$ cat src/fpc_pkg.sv
// Constants, types and helper functions for the flash program/erase control block
// Assumes an APB slave context, a 40 MHz system clock and an asynchronous active-low reset
//
// Functional notes
// Control bit 7 reads 1 while protect pin is low, 0 while high.
// Program and erase allowed only with software and pin write enables both 1.
// Software enable 0 prevents setting any other control bit or block select bit.
// Erase-setup bit set with both enables enters erase setup; clearing cancels.
// Program-setup bit set with both enables enters program setup; clearing cancels.
// Erase-verify bit set with both enables enters erase-verify; clearing leaves it.
// Program-verify bit set with both enables enters program-verify; clearing leaves it.
// Erase bit enters erase mode only with both enables and erase setup set.
// Program bit enters program mode only with both enables and program setup set.
// Status bit 7 sets when program or erase hits the error-protection state.
// Status bits 6 to 0 are reserved and always read 0.
// Programming uses 128-byte units starting at low address byte 00 or 80.
// Twelve erase blocks: three 64K, one 32K, eight 4K, each erased whole.
// Erase covers whole blocks only and leaves every byte reading FF.
// Software must only program blocks that were erased before.
// In boot mode the two shared port pins serve the serial transmit and receive.
// Both block select registers clear while protect pin high or software enable 0.
// More than one block select bit set clears all bits of both registers.
// Plain user mode allows reading only, no program and no erase.
// At most one of program, erase and verify modes active; all bits 0 is read.

package fpc_pkg;

  // ----------------------------------------------------------------
  // Register map
  // ----------------------------------------------------------------
  localparam int unsigned ADDR_W   = 8;
  localparam logic [7:0]  OFS_CTRL = 8'h00;
  localparam logic [7:0]  OFS_STAT = 8'h04;
  localparam logic [7:0]  OFS_EBLO = 8'h08;
  localparam logic [7:0]  OFS_EBHI = 8'h0c;
  localparam logic [7:0]  OFS_UNIT = 8'h10;

  localparam int BIT_PWPF = 7;
  localparam int BIT_SWEN = 6;
  localparam int BIT_ERSU = 5;
  localparam int BIT_PRSU = 4;
  localparam int BIT_ERVF = 3;
  localparam int BIT_PRVF = 2;
  localparam int BIT_E    = 1;
  localparam int BIT_P    = 0;
  localparam int BIT_ERRF = 7;

  localparam logic [7:0]  CTRL_RST = 8'h00;
  localparam logic [7:0]  EB_RST   = 8'h00;
  localparam logic [31:0] RD_ZERO  = 32'h0000_0000;

  // ----------------------------------------------------------------
  // Array geometry
  // ----------------------------------------------------------------
  localparam int          FA_W      = 18;
  localparam int          UNIT_LSB  = 7;
  localparam int          NUM_BLK   = 12;
  localparam int          EBLO_W    = 8;
  localparam int          EBHI_W    = 4;
  localparam logic [FA_W-1:0] SMALL_SZ = 18'h01000;
  localparam logic [FA_W-1:0] MID_BASE = 18'h08000;
  localparam logic [FA_W-1:0] MID_SZ   = 18'h08000;
  localparam logic [FA_W-1:0] BIG_BASE = 18'h10000;
  localparam logic [FA_W-1:0] BIG_SZ   = 18'h10000;
  localparam logic [7:0]  ERASED_BYTE = 8'hff;

  // ----------------------------------------------------------------
  // Operating mode pins and capture
  // ----------------------------------------------------------------
  localparam logic [1:0] MD_USER_RO = 2'h3;
  localparam logic [1:0] MD_BOOT    = 2'h2;
  localparam logic [1:0] CAP_CYC    = 2'h3;

  // ----------------------------------------------------------------
  // Types
  // ----------------------------------------------------------------
  typedef enum logic [6:0] {
    ST_READ    = 7'h01,
    ST_ESETUP  = 7'h02,
    ST_PSETUP  = 7'h04,
    ST_EVERIFY = 7'h08,
    ST_PVERIFY = 7'h10,
    ST_ERASE   = 7'h20,
    ST_PROGRAM = 7'h40
  } fpc_state_t;

  typedef struct packed {
    logic            active;
    logic [FA_W-1:0] base;
    logic [FA_W-1:0] last;
    logic [7:0]      fill;
  } fpc_erase_t;

  // ----------------------------------------------------------------
  // Block table
  // ----------------------------------------------------------------
  function automatic logic [FA_W-1:0] blk_size(input int idx);
    if (idx < EBLO_W)
      blk_size = SMALL_SZ;
    else if (idx == EBLO_W)
      blk_size = MID_SZ;
    else
      blk_size = BIG_SZ;
  endfunction

  function automatic logic [FA_W-1:0] blk_base(input int idx);
    logic [FA_W-1:0] k;
    k = FA_W'(idx - EBLO_W - 1);
    if (idx < EBLO_W)
      blk_base = SMALL_SZ * FA_W'(idx);
    else if (idx == EBLO_W)
      blk_base = MID_BASE;
    else
      blk_base = BIG_BASE + BIG_SZ * k;
  endfunction

endpackage

$ cat src/fpc_top.sv
// Flash program/erase control: control, status, block select and unit address registers
// Assumes an APB master on clk_sys; protect, mode and port pins arrive asynchronously
//
// Decided for this implementation: the placing of the registers and the APB interface to the registers.

module fpc_top
  import fpc_pkg::*;
(
  input  wire logic              clk_sys,
  input  wire logic              rst_n,
  input  wire logic [ADDR_W-1:0] paddr,
  input  wire logic              psel,
  input  wire logic              penable,
  input  wire logic              pwrite,
  input  wire logic [31:0]       pwdata,
  output logic [31:0]            prdata,
  output logic                   pready,
  output logic                   pslverr,
  input  wire logic              protect_pin,
  input  wire logic              mode_pin_0,
  input  wire logic              mode_pin_1,
  input  wire logic              err_event,
  input  wire logic              sci_txd,
  input  wire logic              gpio_a9_out,
  input  wire logic              gpio_a9_oe,
  input  wire logic              port_a_bit8_pin,
  output logic                   port_a_bit9_pin_o,
  output logic                   port_a_bit9_pin_oe,
  output logic                   serial_rx_pin,
  output logic                   gpio_a8_in,
  output fpc_state_t             array_state,
  output logic [NUM_BLK-1:0]     erase_block_sel,
  output fpc_erase_t             erase_range,
  output logic [FA_W-1:0]        prog_unit_addr
);

  // ----------------------------------------------------------------
  // State
  // ----------------------------------------------------------------
  logic              prot_s1_reg, prot_s2_reg;
  logic [1:0]        md_s1_reg, md_s2_reg, md_reg, md_next;
  logic [1:0]        cap_cnt_reg, cap_cnt_next;
  logic              p8_s1_reg, p8_s2_reg;
  logic [6:0]        ctrl_reg, ctrl_next;
  logic [EBLO_W-1:0] eblo_reg, eblo_next;
  logic [EBHI_W-1:0] ebhi_reg, ebhi_next;
  logic [FA_W-1:0]   unit_reg, unit_next;
  logic              flash_error_flag_reg, flash_error_flag_next;
  fpc_state_t        state_reg, state_next;
  fpc_erase_t        erase_reg, erase_next;
  logic [31:0]       prdata_reg, prdata_next;
  logic              pready_reg, pready_next;
  logic              pslverr_reg, pslverr_next;
  logic              p9_o_reg, p9_o_next, p9_oe_reg, p9_oe_next;
  logic              srx_reg, srx_next;

  logic              permit, cap_done, prog_ok, ena, acc, done, hit;
  logic              sw_en_next;
  logic [NUM_BLK-1:0] eb_all;

  function automatic logic [3:0] ones(input logic [NUM_BLK-1:0] v);
    ones = '0;
    for (int i = 0; i < NUM_BLK; i++)
      ones = ones + 4'(v[i]);
  endfunction

  // ----------------------------------------------------------------
  // Common terms
  // ----------------------------------------------------------------
  always_comb
  begin
    permit   = ~prot_s2_reg;
    cap_done = (cap_cnt_reg == CAP_CYC);
    prog_ok  = cap_done && (md_reg != MD_USER_RO);
    ena      = ctrl_reg[BIT_SWEN] && permit && prog_ok;
    acc      = psel && penable;
    done     = acc && pready_reg;
    hit      = (paddr == OFS_CTRL) || (paddr == OFS_STAT) || (paddr == OFS_EBLO)
               || (paddr == OFS_EBHI) || (paddr == OFS_UNIT);
    eb_all   = {ebhi_reg, eblo_reg};
  end

  // ----------------------------------------------------------------
  // Pin synchronisers and mode capture
  // ----------------------------------------------------------------
  always_comb
  begin
    cap_cnt_next = cap_done ? cap_cnt_reg : cap_cnt_reg + 2'h1;
    md_next      = cap_done ? md_reg : md_s2_reg;
  end

  always_ff @(posedge clk_sys or negedge rst_n)
  begin
    if (!rst_n)
    begin
      prot_s1_reg <= 1'b1;
      prot_s2_reg <= 1'b1;
      md_s1_reg   <= 2'h0;
      md_s2_reg   <= 2'h0;
      md_reg      <= 2'h0;
      cap_cnt_reg <= 2'h0;
      p8_s1_reg   <= 1'b1;
      p8_s2_reg   <= 1'b1;
    end
    else
    begin
      prot_s1_reg <= protect_pin;
      prot_s2_reg <= prot_s1_reg;
      md_s1_reg   <= {mode_pin_1, mode_pin_0};
      md_s2_reg   <= md_s1_reg;
      md_reg      <= md_next;
      cap_cnt_reg <= cap_cnt_next;
      p8_s1_reg   <= port_a_bit8_pin;
      p8_s2_reg   <= p8_s1_reg;
    end
  end

  // ----------------------------------------------------------------
  // Control, block select, unit address and error flag
  // ----------------------------------------------------------------
  always_comb
  begin
    ctrl_next = ctrl_reg;
    eblo_next = eblo_reg;
    ebhi_next = ebhi_reg;
    unit_next = unit_reg;
    flash_error_flag_next = flash_error_flag_reg;
    sw_en_next = ctrl_reg[BIT_SWEN];
    if (done && pwrite && paddr == OFS_CTRL)
      sw_en_next = pwdata[BIT_SWEN];
    if (!ena)
      ctrl_next = '0;
    else if (done && pwrite && paddr == OFS_CTRL)
    begin
      ctrl_next[BIT_ERSU] = pwdata[BIT_ERSU];
      ctrl_next[BIT_PRSU] = pwdata[BIT_PRSU];
      ctrl_next[BIT_ERVF] = pwdata[BIT_ERVF];
      ctrl_next[BIT_PRVF] = pwdata[BIT_PRVF];
      ctrl_next[BIT_E]    = pwdata[BIT_E] && ctrl_reg[BIT_ERSU] && !flash_error_flag_reg;
      ctrl_next[BIT_P]    = pwdata[BIT_P] && ctrl_reg[BIT_PRSU] && !flash_error_flag_reg;
    end
    ctrl_next[BIT_E]    = ctrl_next[BIT_E] && ctrl_next[BIT_ERSU];
    ctrl_next[BIT_P]    = ctrl_next[BIT_P] && ctrl_next[BIT_PRSU];
    ctrl_next[BIT_SWEN] = sw_en_next;
    if (!(ctrl_reg[BIT_SWEN] && permit))
    begin
      eblo_next = '0;
      ebhi_next = '0;
    end
    else if (done && pwrite)
    begin
      if (paddr == OFS_EBLO)
        eblo_next = pwdata[EBLO_W-1:0];
      if (paddr == OFS_EBHI)
        ebhi_next = pwdata[EBHI_W-1:0];
      if (ones({ebhi_next, eblo_next}) > 4'h1)
      begin
        eblo_next = '0;
        ebhi_next = '0;
      end
    end
    if (ena && done && pwrite && paddr == OFS_UNIT)
      unit_next = {pwdata[FA_W-1:UNIT_LSB], UNIT_LSB'(0)};
    if (err_event && (state_reg == ST_ERASE || state_reg == ST_PROGRAM))
      flash_error_flag_next = 1'b1;
  end

  // Array mode: one state by priority, read when all bits clear
  always_comb
  begin
    if (ctrl_next[BIT_P])
      state_next = ST_PROGRAM;
    else if (ctrl_next[BIT_E])
      state_next = ST_ERASE;
    else if (ctrl_next[BIT_PRVF])
      state_next = ST_PVERIFY;
    else if (ctrl_next[BIT_ERVF])
      state_next = ST_EVERIFY;
    else if (ctrl_next[BIT_PRSU])
      state_next = ST_PSETUP;
    else if (ctrl_next[BIT_ERSU])
      state_next = ST_ESETUP;
    else
      state_next = ST_READ;
  end

  // Erase range of the selected block
  always_comb
  begin
    erase_next        = '0;
    erase_next.fill   = ERASED_BYTE;
    for (int i = 0; i < NUM_BLK; i++)
      if (eb_all[i])
      begin
        erase_next.base = blk_base(i);
        erase_next.last = blk_base(i) + blk_size(i) - FA_W'(1);
      end
    erase_next.active = (state_reg == ST_ERASE) && (eb_all != '0);
  end

  always_ff @(posedge clk_sys or negedge rst_n)
  begin
    if (!rst_n)
    begin
      ctrl_reg  <= CTRL_RST[6:0];
      eblo_reg  <= EB_RST;
      ebhi_reg  <= EB_RST[EBHI_W-1:0];
      unit_reg  <= '0;
      flash_error_flag_reg  <= 1'b0;
      state_reg <= ST_READ;
      erase_reg <= '0;
    end
    else
    begin
      ctrl_reg  <= ctrl_next;
      eblo_reg  <= eblo_next;
      ebhi_reg  <= ebhi_next;
      unit_reg  <= unit_next;
      flash_error_flag_reg  <= flash_error_flag_next;
      state_reg <= state_next;
      erase_reg <= erase_next;
    end
  end

  // ----------------------------------------------------------------
  // APB slave and shared port pins
  // ----------------------------------------------------------------
  always_comb
  begin
    pready_next  = acc && !pready_reg;
    prdata_next  = RD_ZERO;
    pslverr_next = pready_next && !hit;
    if (pready_next && !pwrite)
      unique case (paddr)
        OFS_CTRL: prdata_next[7:0] = {permit, ctrl_reg};
        OFS_STAT: prdata_next[BIT_ERRF] = flash_error_flag_reg;
        OFS_EBLO: prdata_next[EBLO_W-1:0] = eblo_reg;
        OFS_EBHI: prdata_next[EBHI_W-1:0] = ebhi_reg;
        OFS_UNIT: prdata_next[FA_W-1:0] = unit_reg;
        default:  prdata_next = RD_ZERO;
      endcase
    if (cap_done && md_reg == MD_BOOT)
    begin
      p9_o_next   = sci_txd;
      p9_oe_next  = 1'b1;
      srx_next    = p8_s2_reg;
    end
    else
    begin
      p9_o_next   = gpio_a9_out;
      p9_oe_next  = gpio_a9_oe;
      srx_next    = 1'b1;
    end
  end

  always_ff @(posedge clk_sys or negedge rst_n)
  begin
    if (!rst_n)
    begin
      prdata_reg  <= RD_ZERO;
      pready_reg  <= 1'b0;
      pslverr_reg <= 1'b0;
      p9_o_reg    <= 1'b0;
      p9_oe_reg   <= 1'b0;
      srx_reg     <= 1'b1;
      gpio_a8_in  <= 1'b1;
    end
    else
    begin
      prdata_reg  <= prdata_next;
      pready_reg  <= pready_next;
      pslverr_reg <= pslverr_next;
      p9_o_reg    <= p9_o_next;
      p9_oe_reg   <= p9_oe_next;
      srx_reg     <= srx_next;
      gpio_a8_in  <= p8_s2_reg;
    end
  end

  always_comb
  begin
    prdata             = prdata_reg;
    pready             = pready_reg;
    pslverr            = pslverr_reg;
    port_a_bit9_pin_o  = p9_o_reg;
    port_a_bit9_pin_oe = p9_oe_reg;
    serial_rx_pin      = srx_reg;
    array_state        = state_reg;
    erase_block_sel    = eb_all;
    erase_range        = erase_reg;
    prog_unit_addr     = unit_reg;
  end
endmodule

$ cat config.mk
export PLATFORM = sky130hd
export DESIGN_NAME = fpc_top
export DESIGN_NICKNAME = d
export VERILOG_FILES = /design/src/fpc_pkg.sv /design/src/fpc_top.sv
export SDC_FILE = /design/constraint.sdc
export NUM_CORES = 1
export LEC_CHECK = 0
export BUFFER_PORTS_ARGS = -buffer_cell sky130_fd_sc_hd__buf_2
export CAP_MARGIN = 10
export CORE_UTILIZATION = 30
export DETAILED_ROUTE_END_ITERATION = 12
export SLEW_MARGIN = 20
export SYNTH_ARGS = -nofsm -noshare
export SYNTH_HDL_FRONTEND = slang
export SYNTH_SLANG_ARGS = --single-unit
$ cat constraint.sdc
create_clock -name clk_sys -period 10.3 [get_ports clk_sys]
set_clock_uncertainty 0.1 [all_clocks]
set_input_delay 3.09 -clock clk_sys [delete_from_list [all_inputs] [get_ports clk_sys]]
set_output_delay 3.09 -clock clk_sys [all_outputs]
set_load 0.01 [all_outputs]
==> impl_metrics.csv <==
group,metric,value,unit
floorplanning,fp-row-count,42,
placement,place_inst,614,
clock_network,cts_root_buffer,"clkbuf_16",
clock_network,clkLatencyLatePin,0.34,ns
logic_synthesis,synth_seq_area_share,0.523,
grt,grt_overflow,0,
cells_and_area,drive_above_1_share,0.392,
setup_path,path_delay_family,"adder cells",
logic_synthesis,ys_ff_latch,86,
route,detail-route-antenna-nets,0,
setup_path,crit_path_start_kind,"input pin",
power_and_ir_drop,power_density,141,mW/mm2
logic_synthesis,syn-cell-area,0.00413,mm2
grt,grt_max_degree,87,
clock_network,cts.sinks,86,
power_and_ir_drop,power.leakage,0.00265,uW
setup_path,max_stage_delay,0.72,ns
floorplanning,start_util,0.309,
clock_network,cts_hold_buffers,0,
logic_synthesis,synth_cell_types,56,
grt,grtUsageMet1,0.183,
timing,finalSetupTns,0,ns
setup_path,cp_slowest_cell,"or4_1",
floorplanning,io_pins,173,
power_and_ir_drop,ir_drop,0.0602,mV
setup_path,worstSetupPathDepth,17,
timing,relSlewSlack,0.473,
timing,drv_slew,0,
clock_network,cts_buffer_depth,2,
min_path,min_path_type,"reg2reg",
route,wl_per_cell,14.9,um
power_and_ir_drop,fin_total_pwr,695,uW
cells_and_area,layout.cells.most_common_list,"124 x buf_2, 79 x dfrtp_1, 34 x conb_1",
clock_network,cts_tree,"yes",
floorplanning,dieArea,0.0142,mm2
setup_path,cp_cell_sequence,"buf_2 -> or4_1 -> nor3_4 -> and3b_1 -> mux2_2 -> fa_1 -> fa_1 -> fa_1 -> inv_1 -> fa_1 -> inv_1 -> ha_1 -> fa_1 -> nor4b_1 -> o2111ai_1 -> nor3b_4 -> a22o_1",
cells_and_area,mostFrequentLayoutCell,"buf_2",
route,viasPerCell,4.51,
grt,gr-usage-met3,0.0412,
timing,max_freq,109,MHz
setup_path,cp_common_cell,"fa_1",
floorplanning,core,0.0133,mm2
grt,antenna_found_initial,0,
setup_path,crit_fanout,12,
timing,period_needed,9.13,ns
grt,grt_busiest_layer,"met2",
route,remaining_drc_errors,0,
logic_synthesis,avgSynthCellArea,12.0,um2
setup_path,crit_type,"in2reg",
floorplanning,fp.dieH,119,um
clock_network,numCtsBuffers,9,
setup_path,critical_path_buf_inv_count,3,
cells_and_area,largest_reg_flops,18,
setup_path,cp.arrival,9.30,ns
cells_and_area,layout.nets,514,
route,wl,9380,um
setup_path,required,10.47,ns
grt,grt_first_pass_wirelength,14600,um
placement,post-dp-hpwl,7070,um
status,outcome,"complete, no violations",
timing,hold_viol,0,
clock_network,cts_setup_buffers,0,
cells_and_area,area_growth,19.1,%
cells_and_area,antennaDiodeCount,0,
logic_synthesis,ys.flop_type,"dfrtp_1",
timing,setup_viol,0,
placement,port_buffers,125,
timing,final.period_utilization,0.887,
route,vias,2839,
route,drtPass1Iterations,5,
placement,gp_congestion,0.862,
logic_synthesis,ys_warn_count,0,
cells_and_area,stdcell_count,630,
grt,use_met2,0.211,
logic_synthesis,syn_inst,343,
grt,track_usage,0.138,
floorplanning,die_x,119,um
flow_run,drv_cap,0,
cells_and_area,final_util,0.369,
setup_path,end_kind,"flop",
grt,grt_pass1_vias,2681,
clock_network,cts_resized,0,
route,drt_iter0_drc,183,
timing,rsz0062_at_grt,"false",
logic_synthesis,synth-edff-count,0,
min_path,holdPathStages,0,
clock_network,cts_max_level,3,
logic_synthesis,async_reset_ff_frac,1.00,
setup_path,r2r_cells,13,
clock_network,clk_pin_slew,0.06,ns
timing,worst_pin_slew,0.790,ns
-- cell families (layout without fill, tap and decap cells) --
logic type,count (synthesis),in the layout,share of synthesized area
XOR/XNOR,2,2,0.00424
AO/OA/AOI/OAI,44,44,0.0824
other,2,34,0.00182
buffers and inverters,78,157,0.130
multiplexers,26,26,0.0691
adder cells (fa/ha/maj),12,12,0.0491
flip-flops,86,86,0.523
AND/OR/NAND/NOR,93,93,0.140
-- report_power, final --
| group | internal [uW] | switching, uW | leakage [uW] | total, uW |
|---|---|---|---|---|
| combinational | 9.57 | 23.6 | 0.00137 | 33.1 |
| clock | 188 | 129 | 0.000136 | 317 |
| sequential | 342 | 1.81 | 0.00114 | 344 |
| total | 540 | 155 | 0.00265 | 695 |
-- layer usage --
metal / vias up / share of wire
met5: - / 0
met4: 0 / 0.014
met1: 1383 / 0.44
met3: 11 / 0.074
li1: 1321 / -
met2: 124 / 0.47
-- cells in the mapped netlist, types with 3 or more instances --
library cell  number  area (um2)
fa_1               7         140
a22oi_1            3        22.5
dfrtp_1           79        1980
mux2i_1            6        60.1
mux2_2            19         214
nor2_1            18        67.6
a22o_1            12         105
a222oi_1           4        40.0
nand4_1            7        43.8
o21ai_0            5        25.0
nand2_1           15        56.3
nor3_1             6        30.0
buf_4             56         420
dfstp_2            7         184
and2_1            12        75.1
nor4_1             3        18.8
a21oi_1            6        30.0
inv_1             15        56.3
or4_1              3        22.5
o31ai_1            5        37.5
ha_1               5        62.6
and3b_1            5        43.8
-- through the flow --
| step | setup slack (ns) | hold slack (ns) | area (um2) |
|---|---|---|---|
| final | 1.17 | 0.249 | 4920 |
| after floorplan | 1.65 | 0.231 | 4250 |
| after global placement | 0.869 | 0.236 | 4630 |
| after detailed placement | 0.855 | 0.238 | 4630 |
| after global routing | 0.973 | 0.257 | 4920 |
| after CTS | 1.19 | 0.252 | 4920 |
-- final cells by class --
cell class | count | area [um2]
inverters | 15 | 56.3
repair buffers | 126 | 639
fillers | 1361 | 8430
multi-input cells | 211 | 1550
well taps | 176 | 220
flip-flops and latches | 86 | 2160
clock buffers | 11 | 233
clock inverters | 5 | 58.8
-- worst reg2reg max path, delay by kind of cell (launching register included) --
kind	cells	cell delay (ns)
flops	1	0.46
mux	1	0.31
simple gates	2	0.74
fa+ha+maj	6	2.79
buf+inv	2	0.10
compound gates	2	0.58
-- path summary, 6_finish.rpt --
path | startpoint | endpoint | slack (ns)
min reg2reg | md_s1_reg[0] | md_s2_reg[0] | 0.25
max in group asynchronous | rst_n | port_a_bit9_pin_oe | 6.86
min | md_s1_reg[0] | md_s2_reg[0] | 0.25
min in group asynchronous | rst_n | erase_range[43] | 2.68
max reg2reg | eblo_reg[1] | eblo_reg[2] | 5.15
max | paddr[5] | eblo_reg[2] | 1.17
(Power assumes the default switching activity.)
